$ cat config.mk
export PLATFORM = sky130hd
export DESIGN_NAME = compare_and_pwm_output
export DESIGN_NICKNAME = d
export VERILOG_FILES = /design/src/include/ccp_out_pkg.sv /design/src/hdl/compare_and_pwm_output.sv /design/src/hdl/period_timer.sv
export SDC_FILE = /design/constraint.sdc
export NUM_CORES = 1
export LEC_CHECK = 0
export ABC_AREA = 1
export BUFFER_PORTS_ARGS = -buffer_cell sky130_fd_sc_hd__buf_2
export CELL_PAD_IN_SITES_DETAIL_PLACEMENT = 1
export CELL_PAD_IN_SITES_GLOBAL_PLACEMENT = 1
export CORE_ASPECT_RATIO = 0.9
export CORE_MARGIN = 1.5
export CORE_UTILIZATION = 33
export CTS_BUF_LIST = sky130_fd_sc_hd__clkbuf_8
export DETAILED_ROUTE_END_ITERATION = 10
export GPL_TIMING_DRIVEN = 0
export PLACE_DENSITY = 0.88
export SYNTH_ARGS = -nofsm -noshare
export SYNTH_HDL_FRONTEND = slang
export SYNTH_SLANG_ARGS = --single-unit
$ cat constraint.sdc
create_clock -name ref_clk_i -period 1.5 [get_ports ref_clk_i]
set_input_delay 0.075 -clock ref_clk_i [delete_from_list [all_inputs] [get_ports ref_clk_i]]
set_output_delay 0.075 -clock ref_clk_i [all_outputs]
set_load 0.02 [all_outputs]
$ cat src/include/ccp_out_pkg.sv
// constants for the compare/pwm output channel
// assumes a single system clock and synchronous reset
package ccp_out_pkg;
  localparam int CNT_W = 16;
  localparam int PER_W = 8;
  localparam int DUTY_W = 10;
  localparam int MODE_W = 4;
  localparam int NUM_TMR = 3;
  localparam int SEL_W = 2;
  localparam logic [3:0] MODE_OFF = 4'h0;
  localparam logic [3:0] MODE_TOG_A = 4'h1;
  localparam logic [3:0] MODE_TOG_B = 4'h2;
  localparam logic [3:0] MODE_SET = 4'h8;
  localparam logic [3:0] MODE_CLR = 4'h9;
  localparam logic [3:0] MODE_SWI = 4'ha;
  localparam logic [3:0] MODE_TRIG = 4'hb;
  localparam logic [3:0] MODE_PWM = 4'hf;
  localparam logic [7:0] CTRL_RESET = 8'h00;
  localparam int FMT_BIT = 4;
  localparam int EN_BIT = 7;
  localparam logic [9:0] DUTY_RESET = 10'h000;
  typedef enum logic [1:0] {OP_IDLE, OP_CMP, OP_PWM} op_t;
endpackage : ccp_out_pkg

$ cat src/hdl/compare_and_pwm_output.sv
// compare and pwm output stage of one capture/compare/pwm channel
// assumes timebase count comes from logic on the same clock
// Notes on behaviour
// writing all-zero control forces compare output latch low
// timebase must run synchronously for compare matching
// timebase must not run from the raw core clock
// software interrupt mode leaves the pin to its other function
// compare need not work while the clock is stopped
// modes 1011 and 1010 output high only while count equals compare
// modes 0001 and 0010 toggle output on each match
// mode 1001 clears, mode 1000 sets output on match
// channel output fans out to internal peripherals and pin
// standard pwm gives up to 10-bit resolution on pin
// pwm timing comes only from timer period, control, duty pair
// all-zero control releases the pin
// software setup order for pwm
// wait for timer overflow before enabling pin driver; pin_oe_n_o goes low as soon as pwm mode is written, with no wait
// any of three period timers selectable as pwm base
// after period match: reload timer, set pin unless duty zero, latch duty
// 10-bit base compared with buffered duty clears pin
// alignment bit picks where the 10-bit duty sits in the pair
// every compare match sets the match flag until cleared
// matches and latch registered; reset zeroes latch, mode, duty buffer
`timescale 1ns/1ns
`default_nettype none
module compare_and_pwm_output
  import ccp_out_pkg::*;
#(
  parameter int NUM_TIMERS = ccp_out_pkg::NUM_TMR
) (
  // clock and reset
  input wire logic ref_clk_i,
  input wire logic rst_n_i,
  // channel control register
  input wire logic ctrl_we_i,
  input wire logic [7:0] channel_control_reg_i,
  input wire logic [ccp_out_pkg::CNT_W-1:0] compare_value_pair_i,
  // timebases
  input wire logic [ccp_out_pkg::CNT_W-1:0] timebase16_count_i,
  input wire logic [ccp_out_pkg::SEL_W-1:0] pwm_timer_select_i,
  input wire logic [NUM_TIMERS*ccp_out_pkg::PER_W-1:0] period_limit_reg_i,
  input wire logic [NUM_TIMERS-1:0] period_timer_on_i,
  // match flag
  input wire logic match_flag_clr_i,
  output logic match_flag_o,
  // outputs
  output logic channel_out_o,
  output logic pin_out_o,
  output logic pin_oe_n_o,
  output logic [ccp_out_pkg::PER_W+1:0] sel_base_o,
  output logic [7:0] ctrl_o
);
  import ccp_out_pkg::*;

  logic [7:0] ctrl_q, ctrl_d;
  logic out_q, out_d;
  logic flag_q, flag_d;
  logic hit_q, hit_d;
  logic [DUTY_W-1:0] duty_q, duty_d;
  logic [NUM_TIMERS*(PER_W+2)-1:0] bases;
  logic [NUM_TIMERS-1:0] wraps;
  logic [PER_W+1:0] base;
  logic wrap;
  logic [3:0] mode;
  logic match;
  logic [DUTY_W-1:0] duty_new;
  op_t op;

  // one timer per selectable base
  for (genvar i = 0; i < NUM_TIMERS; i++) begin : g_tmr
    period_timer #(.PER_W(PER_W)) u_tmr (
      .ref_clk_i(ref_clk_i),
      .rst_n_i(rst_n_i),
      .on_i(period_timer_on_i[i]),
      .period_i(period_limit_reg_i[i*PER_W +: PER_W]),
      .base_o(bases[i*(PER_W+2) +: PER_W+2]),
      .wrap_o(wraps[i])
    );
  end

  // out-of-range select falls back to timer 0
  always_comb begin
    base = bases[0 +: PER_W+2];
    wrap = wraps[0];
    for (int i = 0; i < NUM_TIMERS; i++) begin
      if (32'(pwm_timer_select_i) == i) begin
        base = bases[i*(PER_W+2) +: PER_W+2];
        wrap = wraps[i];
      end
    end
  end

  assign mode = ctrl_q[3:0];
  assign match = (timebase16_count_i == compare_value_pair_i);

  always_comb begin
    if (!ctrl_q[EN_BIT] || mode == MODE_OFF) begin
      op = OP_IDLE;
    end else if (mode == MODE_PWM) begin
      op = OP_PWM;
    end else begin
      op = OP_CMP;
    end
  end

  // duty alignment: left-justified puts msbs in the high word
  always_comb begin
    if (ctrl_q[FMT_BIT]) begin
      duty_new = compare_value_pair_i[15:6];
    end else begin
      duty_new = compare_value_pair_i[9:0];
    end
  end

  always_comb begin
    ctrl_d = ctrl_q;
    out_d = out_q;
    duty_d = duty_q;
    hit_d = 1'b0;
    flag_d = flag_q;
    if (match_flag_clr_i) begin
      flag_d = 1'b0;
    end
    unique case (op)
      OP_IDLE: begin
        out_d = 1'b0;
      end
      OP_CMP: begin
        hit_d = match;
        // edge on match so a slow timebase fires once per match
        if (match && !hit_q) begin
          flag_d = 1'b1;
          if (mode == MODE_TOG_A || mode == MODE_TOG_B) begin
            out_d = ~out_q;
          end else if (mode == MODE_CLR) begin
            out_d = 1'b0;
          end else if (mode == MODE_SET) begin
            out_d = 1'b1;
          end
        end
        if (mode == MODE_SWI || mode == MODE_TRIG) begin
          out_d = match;
        end
      end
      OP_PWM: begin
        if (wrap) begin
          duty_d = duty_new;
          out_d = (duty_new != '0);
        end else if (base == duty_q) begin
          out_d = 1'b0;
        end
      end
    endcase
    if (ctrl_we_i) begin
      ctrl_d = channel_control_reg_i;
      if (channel_control_reg_i == CTRL_RESET) begin
        out_d = 1'b0;
      end
    end
  end

  // state moves on clock edges only, so a stopped clock freezes compare
  always_ff @(posedge ref_clk_i) begin
    if (!rst_n_i) begin
      ctrl_q <= CTRL_RESET;
      out_q <= 1'b0;
      duty_q <= DUTY_RESET;
      flag_q <= 1'b0;
      hit_q <= 1'b0;
    end else begin
      ctrl_q <= ctrl_d;
      out_q <= out_d;
      duty_q <= duty_d;
      flag_q <= flag_d;
      hit_q <= hit_d;
    end
  end

  assign channel_out_o = out_q;
  assign pin_out_o = out_q;
  // swi mode and idle leave the pin alone
  assign pin_oe_n_o = (op == OP_IDLE) || (op == OP_CMP && mode == MODE_SWI);
  assign match_flag_o = flag_q;
  assign sel_base_o = base;
  assign ctrl_o = {ctrl_q[7], 1'b0, out_q, ctrl_q[4:0]};

  property p_clear_low;
    @(posedge ref_clk_i) disable iff (!rst_n_i)
      ctrl_we_i && channel_control_reg_i == 8'h00 |=> !channel_out_o && pin_oe_n_o;
  endproperty
  a_clear_low: assert property (p_clear_low) else $error("zero control did not clear output");

  property p_swi_pin;
    @(posedge ref_clk_i) disable iff (!rst_n_i)
      ctrl_q[7] && mode == 4'ha |-> pin_oe_n_o;
  endproperty
  a_swi_pin: assert property (p_swi_pin) else $error("swi mode drove the pin");

  property p_pulse;
    @(posedge ref_clk_i) disable iff (!rst_n_i)
      op == OP_CMP && (mode == 4'ha || mode == 4'hb) && !ctrl_we_i |=> channel_out_o == $past(match);
  endproperty
  a_pulse: assert property (p_pulse) else $error("pulse output not tracking match");

  property p_toggle;
    @(posedge ref_clk_i) disable iff (!rst_n_i)
      op == OP_CMP && (mode == 4'h1 || mode == 4'h2) && match && !hit_q && !ctrl_we_i
      |=> channel_out_o != $past(channel_out_o);
  endproperty
  a_toggle: assert property (p_toggle) else $error("toggle missed");

  property p_setclr;
    @(posedge ref_clk_i) disable iff (!rst_n_i)
      op == OP_CMP && match && !hit_q && !ctrl_we_i && (mode == 4'h8 || mode == 4'h9)
      |=> channel_out_o == ($past(mode) == 4'h8);
  endproperty
  a_setclr: assert property (p_setclr) else $error("set or clear on match wrong");

  property p_flag;
    @(posedge ref_clk_i) disable iff (!rst_n_i)
      op == OP_CMP && match && !hit_q |=> match_flag_o;
  endproperty
  a_flag: assert property (p_flag) else $error("match flag not set");

  property p_wrap;
    @(posedge ref_clk_i) disable iff (!rst_n_i)
      op == OP_PWM && wrap && !ctrl_we_i |=> duty_q == $past(duty_new) && channel_out_o == ($past(duty_new) != 10'h000);
  endproperty
  a_wrap: assert property (p_wrap) else $error("period wrap handling wrong");

  property p_duty_end;
    @(posedge ref_clk_i) disable iff (!rst_n_i)
      op == OP_PWM && !wrap && base == duty_q && !ctrl_we_i |=> !channel_out_o;
  endproperty
  a_duty_end: assert property (p_duty_end) else $error("pwm did not clear at duty");
endmodule : compare_and_pwm_output
`default_nettype wire

$ cat src/hdl/period_timer.sv
// one 8-bit auto-reload period timer with 2-bit sub-count
// assumes on_i and period_i come from logic on the same clock
`timescale 1ns/1ns
`default_nettype none
module period_timer #(
  parameter int PER_W = 8
) (
  // clock and reset
  input wire logic ref_clk_i,
  input wire logic rst_n_i,
  // control
  input wire logic on_i,
  input wire logic [PER_W-1:0] period_i,
  // state
  output logic [PER_W+1:0] base_o,
  output logic wrap_o
);
  logic [PER_W+1:0] base_q, base_d;
  logic wrap_q, wrap_d;
  always_comb begin
    base_d = base_q;
    wrap_d = 1'b0;
    if (on_i) begin
      // wrap after the last sub-step of the terminal count
      if (base_q[PER_W+1:2] == period_i && base_q[1:0] == 2'h3) begin
        base_d = '0;
        wrap_d = 1'b1;
      end else begin
        base_d = base_q + 1'b1;
      end
    end
  end
  always_ff @(posedge ref_clk_i) begin
    if (!rst_n_i) begin
      base_q <= '0;
      wrap_q <= 1'b0;
    end else begin
      base_q <= base_d;
      wrap_q <= wrap_d;
    end
  end
  assign base_o = base_q;
  assign wrap_o = wrap_q;
endmodule : period_timer
`default_nettype wire

**After elaboration in Yosys (flattened, before gate mapping)**

Cells that the tools add are included.

- Equal/unequal tests: 19
- Add/subtract/negate cells: 3
- Bitwise gates (word level): 1
- Reductions and logical operators: 20
- Muxes and demuxes: 26

Operators by type and width:

| kind | count |
|---|---|
| $mux 10 | 6 |
| $add 10x1->10 const B | 3 |
| $eq 8x8->1 | 3 |
| $eq 4x4->1 const B | 5 |
| $mux 1 | 17 |
| $eq 16x16->1 | 1 |
| $eq 10x10->1 | 1 |
| $eq 2x2->1 const B | 5 |
| $reduce_and 2->1 | 5 |
| $reduce_bool 10->1 | 1 |
| $logic_not 8->1 | 1 |
| $logic_and 1x1->1 | 5 |
| $eq 2x1->1 const B | 2 |
| $eq 4x1->1 const B | 1 |
| $eq 4x2->1 const B | 1 |
| $logic_not 4->1 | 1 |
| $logic_or 1x1->1 | 4 |
| $mux 2 | 2 |
| $pmux 1 s3 | 1 |
| $logic_not 1->1 | 2 |
| $logic_not 2->1 | 1 |
| $not 1->1 | 1 |

- Bits in registers: 54
- Input port bits: 73
- Output and inout bits: 22
- Word-level logic and storage cells: 80

**Longest topological paths before layout**

- Depth in word-level cells: 9
- Depth in mapped cells: 13
- Gate-level depth less buffers: 13

**By module**

From an unflattened synthesis, not the netlist that was laid out.

- Cell total of the unflattened synthesis: 745
- Area total of the unflattened synthesis: 4,219.0 um2

By module, submodules not included:

| module | area each (um2) | times used | cells each |
|---|---|---|---|
| period_timer | 767.0 | 3 | 126 |
| compare_and_pwm_output | 1,918.1 | 1 | 367 |

**Least setup slack after synthesis**

Ideal clock, no wire load.

- Kind: flip-flop to flip-flop
- Start point: register ctrl_q[1]
- End point: register duty_q[1]
- Library setup time: 0.128 ns
- Stages on the path, launching flop included: 11
- Data arrival time: 1.429 ns
- Buffers on the path: 1
- Setup slack: -0.058 ns
- Cell sequence: dfxtp_1 > inv_1 > nand3_1 > nand2_1 > nor2_1 > inv_1 > nor2_1 > inv_1 > buf_2 > o21ai_0 > a21oi_1

- Word-level cells in the longest chain between the ends: 5

RTL lines:

| what | line | source |
|---|---|---|
| start: declaration | compare_and_pwm_output.sv:55 | `logic [7:0] ctrl_q, ctrl_d;` |
| start signal: assignment | compare_and_pwm_output.sv:171 | `ctrl_q <= ctrl_d;` |
| $eq 4x4->1 / $logic_not 4->1 (equally long branches) | compare_and_pwm_output.sv:99, compare_and_pwm_output.sv:97 |  |
| $mux 2 / $logic_or 1x1->1 (equally long branches) | compare_and_pwm_output.sv:99, compare_and_pwm_output.sv:97 |  |
| $mux 2 * | compare_and_pwm_output.sv:97 | `if (!ctrl_q[EN_BIT] \|\| mode == MODE_OFF) begin` |
| $eq 2x2->1 * | compare_and_pwm_output.sv:124 | `unique case (op)` |
| $reduce_and 2->1 (no source line) * | n/a |  |
| end signal: assignment | compare_and_pwm_output.sv:173 | `duty_q <= duty_d;` |
| end: declaration | compare_and_pwm_output.sv:59 | `logic [DUTY_W-1:0] duty_q, duty_d;` |

Mark *: on every way between the ends. The rest lies on a longest branch, timed or not.
A chain may end at the register's enable or synchronous reset.

**Worst setup path in the final report**

- Start point: register g_tmr[1].u_tmr.base_q[0]
- End point: register g_tmr[1].u_tmr.base_q[9]

- Word-level cells in the longest chain between the ends: 3

RTL lines:

| what | line | source |
|---|---|---|
| start: declaration | period_timer.sv:18 | `logic [PER_W+1:0] base_q, base_d;` |
| start signal: assignment | period_timer.sv:38 | `base_q <= base_d;` |
| parallel branches: the longest is 2 deep, another holds $add 10x1->10 | n/a |  |
| $mux 10 * | period_timer.sv:25 | `if (base_q[PER_W+1:2] == period_i && base_q[1:0] == 2'h3) begin` |

Every way passes the cells marked *.

==> results by group <==
Setup path
  • CP Class: reg -> reg
  • Reg-to-reg critical path startpoint: g_tmr[1].u_tmr.base_o[0]
  • CP dominant cell by count: nand2_4
  • Worst EP arrival: between 1.5 and 2 ns
  • Critical path startpoint category: flop
  • R2R depth: 7
  • Crit path max-delay family: simple AND/OR/NAND/NOR gates
  • Worst R2R Setup Slack: -0.06 ns
  • WP depth: 7
  • Critical path fanouts, max: 5
  • CP Launch Point: g_tmr[1].u_tmr.base_o[0]
  • Slowest CP cell: dfxtp_4
  • Worst-path cell chain: ha_4 > nand2_4 > a211oi_2 > nand4_1 > or2_4 > nand2_4 > nor3_1
  • CP endpoint kind: flop
  • Critical Path RT: between 1.5 and 2 ns
  • CP peak stage delay: roughly 0.4 ns
  • Worst path bufs/invs: 0

Timing
  • Slew margin rel.: 62.8%
  • Max Slew Vio Count: 0
  • Final worst slack: -0.0554 ns
  • Worst slew pin tran: 0.558 ns
  • Total negative setup slack: -0.157 ns
  • RSZ-0062 raised after global routing: true
  • Min Clock Period, post-route: 1.56 ns
  • Final Hold Viols: 0
  • Highest clock rate: between 600 and 700 MHz
  • Fin crit share: 104%
  • Worst Clk Skew: around 0.0079 ns
  • Count of final setup violators: 7

Power and ir drop
  • Sw Share: between 30% and 40%
  • Internal: 1980 µW
  • Gate power share: roughly 25%
  • Total power: between 2000 and 3000 µW
  • VDD IR-drop max: ~360 µV
  • Pleak: 0.00234 µW
  • PD cells: 604 nW/µm²
  • P_sw: between 900 and 1000 µW
  • Clock share of power: around 27%
  • Flop pwr share: 48.6%

Floorplanning
  • Initial core utilization: approximately a third
  • Floorplan core area: about 10000 µm²
  • I/O pins: between 90 and 100
  • Die Wd: about 110 µm
  • Die Ht: between 100 and 150 µm
  • Std-Cell Rows: 35
  • Area of the die: ~11000 µm²

Synth
  • Sequential area share after synthesis: between 20 and 30%
  • Synthesized Nets: 656
  • Post-Syn Area: between 3000 and 4000 µm²
  • Post-synthesis instance total: 580
  • Ys flop type: dfxtp_1
  • Post-synth EDFFs: 0
  • FFs w/ async S/R, synth: 0%
  • Area leader, netlist: dfxtp_1
  • Area contributors post-synth: dfxtp_1 (30%), nand2_1 (17%), nand3_1 (8.9%)
  • YS warnings: 0
  • Number of synthesized register bits: 52
  • Synth cell types: 32
  • Syn Area/Cell: ~6.0 µm²
  • Top cell type's share of synthesized area: 29.8%

Finish
  • Final Util: between 40% and 50%
  • Commonest non-fill, non-tap cells in the layout: nand2_1 (140), buf_2 (101), inv_1 (68)
  • Antenna Diode Count: 0
  • Fin nets: slightly below 800
  • Commonest non-fill, non-tap cell in the layout: nand2_1
  • Final Instance Count excl. Fillers: roughly 830
  • Layout cells sized above 1: between 30 and 40%
  • Fillers: ~1400
  • Area delta synth->final: 39.6%

Clock network
  • Clk slew on worst S/H paths: roughly 0.10 ns
  • CTS tree: done
  • Clock tree buffer depth: 2
  • Root buf cell: clkbuf_8
  • Num CTS Buffers: 5
  • Clock sink count: 52
  • H-tree depth: 2
  • Skew-Pair Late Insertion Delay: 0.31 ns

Detailed routing
  • DRC Markers: 0
  • Total iterations of the first detailed-routing run: 4
  • Vias post-DR: 4282
  • DR WL/cell: between 15 and 20 µm
  • Final antenna-violating net count: 0
  • DR vias/cell: roughly 5
  • DR iter-0 viols: around 170
  • Wirelength, routed: ~13 mm

Global route
  • Initial antenna violation count: 0
  • Largest net degree at the start of global routing: 15
  • Global-route wire length before repair: 20.0 mm
  • Grt ovf: 0
  • Vias in the first global route: 4314
  • Overall routing resource usage: a little over a fifth

Run status
  • Status: complete, but fails checks
  • Failing checks: setup timing

Placed design
  • Placed instance count: 802
  • DP Wirelength: roughly 9.9 mm
  • IO buf count: a little over 90
  • RD Place Congestion: about 0.9

Worst hold path
  • Worst Hold Class: in -> reg
  • Worst hold path cell count: 3
  • Hold path start: channel_control_reg_i[2]

Run
  • # Max-Cap Violations: 0
-- per-layer routing --
layer | GRT usage, % | share of wire (%) | vias up
met1 | 26.1 | 41 | 2068
li1 | - | - | 2100
met3 | 3.31 | 4.3 | 16
met2 | 40.9 | 53 | 98
met4 | 5.94 | 1.6 | 0
met5 | 0 | 0 | -
-- synthesized netlist by cell type, types with 2 or more instances --
cell,instances
a211oi_1,4
a21oi_1,22
a31oi_1,3
buf_2,8
buf_4,3
clkbuf_1,4
clkinv_1,2
dfxtp_1,52
ha_1,3
inv_1,82
inv_2,2
nand2_1,155
nand2_2,3
nand3_1,62
nand4_1,6
nor2_1,67
nor3_1,22
nor3b_1,4
nor4_1,5
o21ai_0,28
o22ai_1,5
or2_2,2
xnor2_1,7
xor2_1,21
-- through the flow --
| step | worst slack, ns | area [µm²] | hold slack, ns |
|---|---|---|---|
| CTS | 0.000680 | 4390 | 0.00295 |
| global route | -0.0988 | 4870 | 0.0145 |
| detailed placement | -0.315 | 4120 | 0.276 |
| global placement | -0.170 | 4120 | 0.269 |
| finish | -0.0554 | 4870 | 0.0202 |
| floorplan | 0.0140 | 3500 | 0.186 |
-- worst paths after layout --
path / to
worst max-delay path: g_tmr[1].u_tmr.base_o[9]
worst min register to register: match_flag_o
worst max register to register: g_tmr[1].u_tmr.base_o[9]
worst min-delay path: ctrl_q[2]
-- power groups by stage --
stage | registers, µW | logic [µW] | clock network [µW]
finish | 1430 | 724 | 789
global route | 1430 | 802 | 873
CTS | 1440 | 638 | 805
detailed placement | 1470 | 604 | 0
global placement | 1470 | 572 | 0
floorplan | 1480 | 333 | 0
-- kinds of logic after synthesis --
| logic type | after synthesis | share of synthesized area (%) |
|---|---|---|
| and+or+nand+nor | 329 | 40.2 |
| buffers and inverters | 101 | 11.5 |
| AOI/OAI and AO/OA | 66 | 10.3 |
| DFF | 52 | 29.8 |
| xor gates and xnor gates | 28 | 7.03 |
| adders and majority gates | 3 | 1.08 |
| other | 1 | 0.107 |
-- registers in the layout, summed over array words and instances, names as in the netlist --
signal,cells
channel_out_o,1
ctrl_q,6
duty_q,10
g_tmr.u_tmr.base_o,30
g_tmr.u_tmr.wrap_o,3
hit_q,1
match_flag_o,1
-- final cells by class --
cell class | count | area, µm² | share of cell area [%]
multi-input combinational | 430 | 2450 | 50.2
sequential | 52 | 1120 | 23.0
timing repair buffer | 116 | 638 | 13.1
inverter | 86 | 333 | 6.83
tap | 129 | 161 | 3.31
buffer | 14 | 95.1 | 1.95
clock buffer | 5 | 68.8 | 1.41
clock inverter | 2 | 8.76 | 0.180
-- worst register-to-register path, stage by stage, from the launching register on --
cell      delay (ns)
dfxtp_4         0.39
ha_4            0.15
nand2_4         0.06
a211oi_2        0.22
nand4_1         0.12
or2_4           0.31
nand2_4         0.12
nor3_1          0.07
-- timing repair --
item / 4_1_cts / 5_1_grt
cloned: 3 / 1
endpoints found under the setup margin: 42 / 47
resized for setup: 61 / 118
setup buffers: 2 / 19
endpoints found under the hold margin: 1 / 0
hold buffers: 1 / 0
pin swaps: 3 / 34
No activity file was read; power rests on OpenSTA's default activity.
